### config.mk
export PLATFORM = sky130hd
export DESIGN_NAME = srr_host_flat
export DESIGN_NICKNAME = d
export VERILOG_FILES = /design/src/hw/srr_pkg.sv /design/src/hw/srr_link_if.sv /design/src/hw/srr_host.sv /design/src/flat_wrapper.sv
export SDC_FILE = /design/constraint.sdc
export NUM_CORES = 1
export LEC_CHECK = 0
export ABC_AREA = 1
export BUFFER_PORTS_ARGS = -buffer_cell sky130_fd_sc_hd__buf_2
export CORE_MARGIN = 1
export CORE_UTILIZATION = 30
export CTS_BUF_LIST = sky130_fd_sc_hd__clkbuf_4 sky130_fd_sc_hd__clkbuf_8 sky130_fd_sc_hd__clkbuf_16
export DETAILED_ROUTE_END_ITERATION = 16
export PLACE_DENSITY = 0.43
export SLEW_MARGIN = 5
export SYNTH_ARGS = -nofsm -noshare
export SYNTH_HDL_FRONTEND = slang
export SYNTH_SLANG_ARGS = --single-unit
### constraint.sdc
create_clock -name REF_CLK -period 2.87 [get_ports REF_CLK]
set_clock_uncertainty 0.2 [all_clocks]
set_input_delay 0.574 -clock REF_CLK [delete_from_list [all_inputs] [get_ports REF_CLK]]
set_output_delay 0.574 -clock REF_CLK [all_outputs]
set_load 0.03 [all_outputs]
### src/hw/srr_pkg.sv
package srr_pkg;

  // Serial command word
  localparam int CMD_W   = 29;
  localparam int RB_W    = 24;
  localparam int ZERO_W  = 5;
  localparam int CNT_W   = 6;
  localparam int RW_BIT  = 28;
  localparam int CH_HI   = 27;
  localparam int CH_LO   = 24;
  localparam int MODE_HI = 23;
  localparam int MODE_LO = 22;
  localparam int DATA_HI = 21;
  localparam int ADDR_HI = 21;
  localparam int ADDR_LO = 16;
  localparam int VAL_HI  = 15;
  localparam logic [CNT_W-1:0] LONG_FRAME  = 6'h1d;
  localparam logic [CNT_W-1:0] SHORT_FRAME = 6'h18;

  // Register select field
  localparam logic [1:0] SEL_PMU    = 2'h0;
  localparam logic [1:0] SEL_GAIN   = 2'h1;
  localparam logic [1:0] SEL_OFFSET = 2'h2;
  localparam logic [1:0] SEL_INPUT  = 2'h3;

  // Comparator level DAC address ranges
  localparam logic [5:0] CMP_LOW_FIRST  = 6'h21;
  localparam logic [5:0] CMP_LOW_LAST   = 6'h25;
  localparam logic [5:0] CMP_HIGH_FIRST = 6'h28;
  localparam logic [5:0] CMP_HIGH_LAST  = 6'h2d;

  // Host timing
  localparam int CLK_PERIOD_NS = 10;
  localparam int SCLK_HALF_NS  = 80;
  localparam int HALF_CYC      = (SCLK_HALF_NS + CLK_PERIOD_NS - 1) / CLK_PERIOD_NS;
  localparam logic [3:0] HALF_LAST = 4'(HALF_CYC - 1);

  // Host register map, byte addresses
  localparam logic [7:0] OFS_CMD      = 8'h00;
  localparam logic [7:0] OFS_CTRL     = 8'h04;
  localparam logic [7:0] OFS_STATUS   = 8'h08;
  localparam logic [7:0] OFS_RDATA    = 8'h0c;
  localparam logic [7:0] OFS_IRQ_STAT = 8'h10;
  localparam logic [7:0] OFS_IRQ_MASK = 8'h14;
  localparam int CTRL_START = 0;
  localparam int CTRL_SHORT = 1;
  localparam logic [1:0] RESP_OKAY   = 2'h0;
  localparam logic [1:0] RESP_SLVERR = 2'h2;

  function automatic logic srr_one_hot(input logic [3:0] ch);
    return (ch != 4'h0) && ((ch & (ch - 4'h1)) == 4'h0);
  endfunction : srr_one_hot

  function automatic logic [1:0] srr_ch_index(input logic [3:0] ch);
    return ch[3] ? 2'h3 : ch[2] ? 2'h2 : ch[1] ? 2'h1 : 2'h0;
  endfunction : srr_ch_index

  function automatic logic srr_dac_valid(input logic [5:0] a);
    return (a >= CMP_LOW_FIRST && a <= CMP_LOW_LAST) || (a >= CMP_HIGH_FIRST && a <= CMP_HIGH_LAST);
  endfunction : srr_dac_valid

endpackage : srr_pkg

### src/hw/srr_link_if.sv
`timescale 1ns/1ps
interface srr_link_if;
  logic sclk;    // Serial clock, made by the host
  logic sync_n;  // Frame select, low during a frame
  logic sdi;     // Host to device data
  logic sdo;     // Device to host data

  modport device (input sclk, input sync_n, input sdi, output sdo);
  modport host   (output sclk, output sync_n, output sdi, input sdo);
endinterface : srr_link_if

### src/hw/srr_host.sv
`timescale 1ns/1ps
module srr_host
  import srr_pkg::*;
(
  input  wire logic        REF_CLK,        // System clock
  input  wire logic        RESET_N,        // Synchronous reset
  input  wire logic        CE,             // Clock enable
  input  wire logic [7:0]  S_AXI_AWADDR,   // Write address
  input  wire logic        S_AXI_AWVALID,  // Write address valid
  output logic             S_AXI_AWREADY,  // Write address ready
  input  wire logic [31:0] S_AXI_WDATA,    // Write data
  input  wire logic [3:0]  S_AXI_WSTRB,    // Write strobes
  input  wire logic        S_AXI_WVALID,   // Write data valid
  output logic             S_AXI_WREADY,   // Write data ready
  output logic [1:0]       S_AXI_BRESP,    // Write response
  output logic             S_AXI_BVALID,   // Write response valid
  input  wire logic        S_AXI_BREADY,   // Write response ready
  input  wire logic [7:0]  S_AXI_ARADDR,   // Read address
  input  wire logic        S_AXI_ARVALID,  // Read address valid
  output logic             S_AXI_ARREADY,  // Read address ready
  output logic [31:0]      S_AXI_RDATA,    // Read data
  output logic [1:0]       S_AXI_RRESP,    // Read response
  output logic             S_AXI_RVALID,   // Read data valid
  input  wire logic        S_AXI_RREADY,   // Read data ready
  output logic             IRQ,            // Interrupt, high level
  srr_link_if.host         LINK            // Serial link
);

  //////////////////////////////////////////////////////////////////////////////
  typedef enum logic [2:0] {
    ST_IDLE = 3'b000,
    ST_LOW  = 3'b001,
    ST_HIGH = 3'b010,
    ST_TAIL = 3'b011
  } srr_host_st_type;

  typedef struct packed {
    srr_host_st_type  st;
    logic [3:0]       tick;
    logic [CNT_W-1:0] left;
    logic [CMD_W-1:0] tx;
    logic [RB_W-1:0]  rx;
    logic [1:0]       sdo_s;
    logic             sclk;
    logic             sync_n;
    logic [CMD_W-1:0] cmd;
    logic [RB_W-1:0]  rdata;
    logic             irq_stat;
    logic             irq_mask;
    logic             irq;
    logic             awready;
    logic             wready;
    logic [7:0]       awaddr;
    logic [31:0]      wdata;
    logic [3:0]       wstrb;
    logic             bvalid;
    logic [1:0]       bresp;
    logic             arready;
    logic             rvalid;
    logic [31:0]      rdata_bus;
    logic [1:0]       rresp;
  } srr_host_state_type;

  srr_host_state_type s_reg;
  srr_host_state_type s_next;

  //////////////////////////////////////////////////////////////////////////////
  always_comb begin
    logic done;
    logic aw_ok;
    done  = 1'b0;
    aw_ok = 1'b0;
    s_next = s_reg;
    s_next.sdo_s = {s_reg.sdo_s[0], LINK.sdo};
    // Serial engine: data changes after the falling edge, sdo sampled before the rising one
    case (s_reg.st)
      ST_IDLE: begin
      end
      ST_LOW: begin
        s_next.tick = s_reg.tick + 4'h1;
        if (s_reg.tick == HALF_LAST) begin
          s_next.tick = '0;
          s_next.rx   = {s_reg.rx[RB_W-2:0], s_reg.sdo_s[1]};
          s_next.sclk = 1'b1;
          s_next.st   = ST_HIGH;
        end
      end
      ST_HIGH: begin
        s_next.tick = s_reg.tick + 4'h1;
        if (s_reg.tick == HALF_LAST) begin
          s_next.tick = '0;
          s_next.sclk = 1'b0;
          s_next.tx   = {s_reg.tx[CMD_W-2:0], 1'b0};
          s_next.left = s_reg.left - 6'h01;
          s_next.st   = (s_reg.left == 6'h01) ? ST_TAIL : ST_LOW;
        end
      end
      ST_TAIL: begin
        s_next.tick = s_reg.tick + 4'h1;
        if (s_reg.tick == HALF_LAST) begin
          s_next.tick   = '0;
          s_next.sync_n = 1'b1;
          s_next.rdata  = s_reg.rx;
          done          = 1'b1;
          s_next.st     = ST_IDLE;
        end
      end
      default: s_next.st = ST_IDLE;
    endcase

    // AXI4-Lite write: address and data taken in either order, answer after both
    if (S_AXI_AWVALID && s_reg.awready) begin
      s_next.awaddr  = S_AXI_AWADDR;
      s_next.awready = 1'b0;
    end
    if (S_AXI_WVALID && s_reg.wready) begin
      s_next.wdata  = S_AXI_WDATA;
      s_next.wstrb  = S_AXI_WSTRB;
      s_next.wready = 1'b0;
    end
    if (!s_reg.awready && !s_reg.wready && !s_reg.bvalid) begin
      s_next.bvalid = 1'b1;
      s_next.bresp  = RESP_OKAY;
      aw_ok = 1'b1;
      case (s_reg.awaddr)
        OFS_CMD: begin
          // Partial strobes are honoured so the top byte may be left alone
          for (int b = 0; b < 4; b++) begin
            if (s_reg.wstrb[b]) begin
              s_next.cmd[b*8 +: 8] = s_reg.wdata[b*8 +: 8];
            end
          end
        end
        OFS_CTRL: begin
          // Start is ignored while a frame runs; software polls busy
          if (s_reg.wstrb[0] && s_reg.wdata[CTRL_START] && s_reg.st == ST_IDLE) begin
            s_next.sync_n = 1'b0;
            s_next.tick   = '0;
            s_next.st     = ST_LOW;
            // A short frame sends the low 24 bits; flush with all ones for a no-op
            s_next.tx   = s_reg.wdata[CTRL_SHORT] ? {s_reg.cmd[RB_W-1:0], {ZERO_W{1'b0}}} : s_reg.cmd;
            s_next.left = s_reg.wdata[CTRL_SHORT] ? SHORT_FRAME : LONG_FRAME;
          end
        end
        OFS_IRQ_STAT: begin
          if (s_reg.wstrb[0] && s_reg.wdata[0]) begin
            s_next.irq_stat = 1'b0;
          end
        end
        OFS_IRQ_MASK: begin
          if (s_reg.wstrb[0]) begin
            s_next.irq_mask = s_reg.wdata[0];
          end
        end
        OFS_STATUS, OFS_RDATA: begin
        end
        default: s_next.bresp = RESP_SLVERR;
      endcase
    end
    if (s_reg.bvalid && S_AXI_BREADY) begin
      s_next.bvalid  = 1'b0;
      s_next.awready = 1'b1;
      s_next.wready  = 1'b1;
    end

    // AXI4-Lite read
    if (S_AXI_ARVALID && s_reg.arready) begin
      s_next.arready = 1'b0;
      s_next.rvalid  = 1'b1;
      s_next.rresp   = RESP_OKAY;
      s_next.rdata_bus = '0;
      case (S_AXI_ARADDR)
        OFS_CMD:      s_next.rdata_bus = {3'h0, s_reg.cmd};
        OFS_CTRL:     s_next.rdata_bus = '0;
        OFS_STATUS:   s_next.rdata_bus = {31'h0, s_reg.st != ST_IDLE};
        OFS_RDATA:    s_next.rdata_bus = {8'h00, s_reg.rdata};
        OFS_IRQ_STAT: s_next.rdata_bus = {31'h0, s_reg.irq_stat};
        OFS_IRQ_MASK: s_next.rdata_bus = {31'h0, s_reg.irq_mask};
        default:      s_next.rresp = RESP_SLVERR;
      endcase
    end
    if (s_reg.rvalid && S_AXI_RREADY) begin
      s_next.rvalid  = 1'b0;
      s_next.arready = 1'b1;
    end

    // Frame done sets after the clear so a coincident event is kept
    if (done) begin
      s_next.irq_stat = 1'b1;
    end
    s_next.irq = s_next.irq_stat & s_next.irq_mask;
    if (!aw_ok) begin
      s_next.bresp = s_next.bvalid ? s_next.bresp : RESP_OKAY;
    end
  end

  always_ff @(posedge REF_CLK) begin
    if (!RESET_N) begin
      s_reg         <= '0;
      s_reg.st      <= ST_IDLE;
      s_reg.sync_n  <= 1'b1;
      s_reg.awready <= 1'b1;
      s_reg.wready  <= 1'b1;
      s_reg.arready <= 1'b1;
    end else if (CE) begin
      s_reg <= s_next;
    end
  end

  assign LINK.sclk     = s_reg.sclk;
  assign LINK.sync_n   = s_reg.sync_n;
  assign LINK.sdi      = s_reg.tx[CMD_W-1];
  assign S_AXI_AWREADY = s_reg.awready;
  assign S_AXI_WREADY  = s_reg.wready;
  assign S_AXI_BVALID  = s_reg.bvalid;
  assign S_AXI_BRESP   = s_reg.bresp;
  assign S_AXI_ARREADY = s_reg.arready;
  assign S_AXI_RVALID  = s_reg.rvalid;
  assign S_AXI_RDATA   = s_reg.rdata_bus;
  assign S_AXI_RRESP   = s_reg.rresp;
  assign IRQ           = s_reg.irq;

endmodule : srr_host

### src/flat_wrapper.sv
// flat-port wrapper written by rule: the top's interface ports become plain ports
module srr_host_flat import srr_pkg::*;
  (REF_CLK, RESET_N, CE, S_AXI_AWADDR, S_AXI_AWVALID, S_AXI_AWREADY, S_AXI_WDATA, S_AXI_WSTRB, S_AXI_WVALID, S_AXI_WREADY, S_AXI_BRESP, S_AXI_BVALID, S_AXI_BREADY, S_AXI_ARADDR, S_AXI_ARVALID, S_AXI_ARREADY, S_AXI_RDATA, S_AXI_RRESP, S_AXI_RVALID, S_AXI_RREADY, IRQ, LINK_sclk, LINK_sync_n, LINK_sdi, LINK_sdo);
  srr_link_if LINK_i ();
  input  wire logic REF_CLK;
  input  wire logic RESET_N;
  input  wire logic CE;
  input  wire logic [7:0] S_AXI_AWADDR;
  input  wire logic S_AXI_AWVALID;
  output logic S_AXI_AWREADY;
  input  wire logic [31:0] S_AXI_WDATA;
  input  wire logic [3:0] S_AXI_WSTRB;
  input  wire logic S_AXI_WVALID;
  output logic S_AXI_WREADY;
  output logic [1:0] S_AXI_BRESP;
  output logic S_AXI_BVALID;
  input  wire logic S_AXI_BREADY;
  input  wire logic [7:0] S_AXI_ARADDR;
  input  wire logic S_AXI_ARVALID;
  output logic S_AXI_ARREADY;
  output logic [31:0] S_AXI_RDATA;
  output logic [1:0] S_AXI_RRESP;
  output logic S_AXI_RVALID;
  input  wire logic S_AXI_RREADY;
  output logic IRQ;
  output wire logic [$bits(LINK_i.sclk)-1:0] LINK_sclk;
  output wire logic [$bits(LINK_i.sync_n)-1:0] LINK_sync_n;
  output wire logic [$bits(LINK_i.sdi)-1:0] LINK_sdi;
  input wire logic [$bits(LINK_i.sdo)-1:0] LINK_sdo;
  assign LINK_sclk = LINK_i.sclk;
  assign LINK_sync_n = LINK_i.sync_n;
  assign LINK_sdi = LINK_i.sdi;
  assign LINK_i.sdo = LINK_sdo;
  srr_host u_core (.REF_CLK(REF_CLK), .RESET_N(RESET_N), .CE(CE), .S_AXI_AWADDR(S_AXI_AWADDR), .S_AXI_AWVALID(S_AXI_AWVALID), .S_AXI_AWREADY(S_AXI_AWREADY), .S_AXI_WDATA(S_AXI_WDATA), .S_AXI_WSTRB(S_AXI_WSTRB), .S_AXI_WVALID(S_AXI_WVALID), .S_AXI_WREADY(S_AXI_WREADY), .S_AXI_BRESP(S_AXI_BRESP), .S_AXI_BVALID(S_AXI_BVALID), .S_AXI_BREADY(S_AXI_BREADY), .S_AXI_ARADDR(S_AXI_ARADDR), .S_AXI_ARVALID(S_AXI_ARVALID), .S_AXI_ARREADY(S_AXI_ARREADY), .S_AXI_RDATA(S_AXI_RDATA), .S_AXI_RRESP(S_AXI_RRESP), .S_AXI_RVALID(S_AXI_RVALID), .S_AXI_RREADY(S_AXI_RREADY), .IRQ(IRQ), .LINK(LINK_i));
endmodule
Yosys cells after proc, flatten, opt, wreduce, memory -nomap -nowiden
Cells that the tools add are included.
- multiplexer cells: 46
- reductions and logical operators: 35
- bitwise operators: 1
- equality and inequality tests: 17
- $add $sub $neg: 2
- operators with widths (kind ; number):
    42-bit 2-to-1 mux ; 4
    29-bit one-hot mux with 5 select lines ; 1
    29-bit 2-to-1 mux ; 2
    36-bit 2-to-1 mux ; 1
    35-bit 2-to-1 mux ; 1
    8-bit by 4-bit equality test with 1-bit output, second input constant ; 4
    8-bit by 5-bit equality test with 1-bit output, second input constant ; 4
    30-bit 2-to-1 mux ; 1
    8-bit 2-to-1 mux ; 3
    4-bit AND reduction ; 5
    1-bit 2-to-1 mux ; 17
    8-bit by 3-bit equality test with 1-bit output, second input constant ; 2
    8-bit zero test ; 2
    2-bit 2-to-1 mux ; 8
    7-bit 2-to-1 mux ; 2
    3-bit one-hot mux with 4 select lines ; 1
    4-bit one-hot mux with 3 select lines ; 1
    2-bit AND reduction ; 6
    6-bit OR reduction ; 2
    1-bit logical AND ; 9
    2-bit nonzero test ; 4
    3-bit by 2-bit equality test with 1-bit output, second input constant ; 2
    6-bit by 1-bit equality test with 1-bit output, second input constant ; 1
    3-bit 2-to-1 mux ; 2
    other kinds (12) ; 16
- output and inout bits: 45
- register bits after elaboration: 208
- word-level logic and storage cells: 128
- input port bits: 61

Logic depth before layout (Yosys ltp)
- word-level depth: 7
- depth in mapped cells: 11

Worst setup path after synthesis
OpenSTA, ideal clock, no wires.
- kind: input -> register
- from: input port CE
- to: register u_core.s_reg[208] in the netlist's numbering
- path slack: 1068 ps
- arrival time: 1486 ps
- required time: 2555 ps
- buffers on the path: 2
- cell stages on the path: 6
- cells stage by stage: inv_1 > buf_2 > buf_1 > a21oi_1 > o21ai_0 > inv_1
- RTL lines (item ; RTL line ; text):
    start, declared ; flat_wrapper.sv:7 ; input wire logic CE;
    end signal, assigned ; srr_host.sv:206 ; s_reg <= s_next;
    end, declared ; srr_host.sv:64 ; srr_host_state_type s_reg;

Worst setup path in the final report
- from: register u_core.s_reg[204] in the netlist's numbering
- to: register u_core.s_reg[145] in the netlist's numbering
- longest elaborated chain between the ends: 2
- ends and longest elaborated chain (item ; RTL line ; text):
    4-bit by 3-bit equality test with 1-bit output ; srr_host.sv:81 ; if (s_reg.tick == HALF_LAST) begin
    3-bit AND reduction (no source line) ; -- ;
Every way passes these cells.
A chain may end at the register's enable or synchronous reset.

==> flow_summary_export.csv <==
group,metric,value,unit
synthesis,ys_seq_area_share,42.9,%
sta,final_hold_viol_count,0,
routing,finalWirelength,28900,microns
floorplan,die_h,180,microns
cts,path_clk_slew,0.06,ns
synthesis,synthCells,1397,
place,dp_cells,1799,
final_layout,drive_gt1_share,13.1,%
routing,viasPerCell,4.72,
routing,drc,0,
place,portBuffers,98,
cts,cts_hold_buf,0,
routing,top_layer,"met4",
cts,cts_resized,0,
place,post-place-ws,0.329,ns
routing,drt-met1-wl,15200,microns
cts,clockRootBuffer,"clkbuf_16",
sta,slew_viol_final,0,
grt,grt_max_degree,132,
floorplan,dieArea,32500,sq um
floorplan,die_w,180,microns
sta,holdWs,0.129,ns
floorplan,io_pins,106,
setup_path,cp_data_required_time,3.07,ns
sta,final-setup-viol-count,0,
final_layout,multi_input_area,4400,sq um
final_layout,stdcell_count,1844,
routing,drtIter0Drc,557,
synthesis,syn_area,9520,sq um
cts,post_cts_buffers,0,
power,total_power,6.72,mW
final_layout,register_area,4080,sq um
floorplan,row_count,64,
routing,routed-wl-met3,1250,microns
sta,fin_crit_sh,77.3,%
cts,clk_latency,0.52,ns
sta,fmax,451,MHz
final_layout,area_growth,15.2,%
final_layout,nFillCells,3425,
setup_path,end_kind,"flop",
routing,drtPass1Iterations,5,
routing,routedWlPerCell,15.7,microns
final_layout,nets,1494,
grt,grt_pass1_wl,46200,microns
sta,slew_headroom,42.4,%
grt,grt_pass1_vias,8034,
setup_path,path_max_fanout,24,
grt,track_usage,17.7,%
sta,worst_pin_slew,0.862,ns
cts,cts_tree,"yes",
power,cellPowerDensity,613,nW/um^2
synthesis,yosysWarningCount,0,
grt,antenna_found_initial,0,
setup_path,startpoint_type,"flop",
setup_path,critPathKind,"flop to flop",
synthesis,synthDistinctLibCells,32,
power,p_leak,4.99,nW
worst_hold_path,hold_class,"input port to flop",
sta,fin_tns_setup,0,ns
final_layout,largest_reg_flops,162,
sta,worst_slack,0.652,ns
cts,cts_buffers,25,
cts,clock-sinks,204,
cts,ctsHtreeMaxLevel,1,
synthesis,avgSynthCellArea,6.82,sq um
grt,grt_remaining_overflow,0,
power,ir_drop,0.420,mV
floorplan,initial_core_util,30.8,%
cts,clockBufferDepth,3,
final_layout,antennaDiodeCount,0,
floorplan,core_area,30900,sq um
run_status,status,"complete, no violations",
routing,vias,8704,
routing,wl_met2,12000,microns
place,hpwlAfterDp,19500,microns
sta,layout_min_cycle_time,2.22,ns
routing,ant_nets,0,
setup_path,arrival,2.42,ns
flow_run,max-cap-violations,0,
place,gp_congestion,0.792,
synthesis,synth-seq-cells,204,
sta,rsz0062_at_grt,"false",
## cells in the mapped netlist, drive strengths merged
library cell | n | area share (%)
a211oi | 1 | 0.079
a21oi | 92 | 4.8
a221oi | 1 | 0.092
buf | 77 | 5.3
clkbuf | 43 | 1.9
clkinv | 3 | 0.12
conb | 1 | 0.039
dfxtp | 204 | 43
ha | 3 | 0.39
inv | 97 | 3.8
nand2 | 372 | 15
nand3 | 165 | 9.2
nand4 | 28 | 1.8
nor2 | 178 | 7.4
nor3 | 11 | 0.99
o21a | 1 | 0.079
o21ai | 117 | 6.1
o22ai | 1 | 0.066
xor2 | 2 | 0.18
## critical path: stages, from the launching register on
cell and delay (ns):
dfxtp_1 0.38, ha_1 0.22, nand3_1 0.22, nor3_4 0.34
inv_1 0.44, nor2_1 0.23, nor2_1 0.06
## final timing paths
check | start | endpoint | slack [ns] | cells after the start
min | LINK_sdo | u_core.s_next[144] | 0.13 | 3
max | u_core.s_reg[204] | u_core.s_reg[145] | 0.65 | 6
min reg2reg | u_core.S_AXI_BRESP[0] | u_core.S_AXI_BRESP[0] | 0.25 | 2
max reg2reg | u_core.s_reg[204] | u_core.s_reg[145] | 0.65 | 6
## power breakdown
group / switching [mW] / internal, mW
sequential: 0.0321 / 2.88
combinational: 0.282 / 0.113
clock: 1.25 / 2.17
total: 1.56 / 5.16
## cells by family (layout without fill, tap and decap cells)
kind of cell               count (synthesis)  after routing  share of synthesized area (%)
buffers and inverters                    220            268                           11.1
AOI/OAI and AO/OA                        213            213                           11.3
DFF                                      204            204                           42.9
other                                      1              4                         0.0394
xor gates and xnor gates                   2              2                          0.184
and+or+nand+nor                          754            754                           34.1
adders and majority gates                  3              3                          0.394
## per-layer routing
metal | global-route usage, % | up-vias
met3 | 2.41 | 34
met1 | 26.5 | 3947
met4 | 3.76 | 0
li1 | - | 4543
met2 | 26.7 | 180
met5 | 0 | -
## layout make-up
class	count	area share, %
Clock buffer	36	6.86
Clock inverter	9	1.32
Inverter	100	3.42
Multi-Input combinational cell	976	40.1
Sequential cell	204	37.2
Tap cell	396	4.52
Timing Repair Buffer	123	6.55
## layout by cell type (no fill, tap or decap), types with 5 or more instances in the layout
cell and instances:
clkbuf_16 25, nor2_1 170, nand3_1 160, a21oi_1 92
o21ai_0 116, nand2_1 371, nor3_1 7, nand4_1 28
inv_1 93, dfxtp_1 204, clkinv_2 5, clkbuf_8 7
buf_2 97, buf_4 23
## stage by stage
stage | cell area, sq um | util (%)
6_report | 11000 | 35.5
5_1_grt | 11000 | 35.5
4_1_cts | 11000 | 35.5
3_5_place_dp | 10100 | 32.6
3_3_place_gp | 10100 | 32.6
2_1_floorplan | 9530 | -
Power figures use the tool's default switching activity.
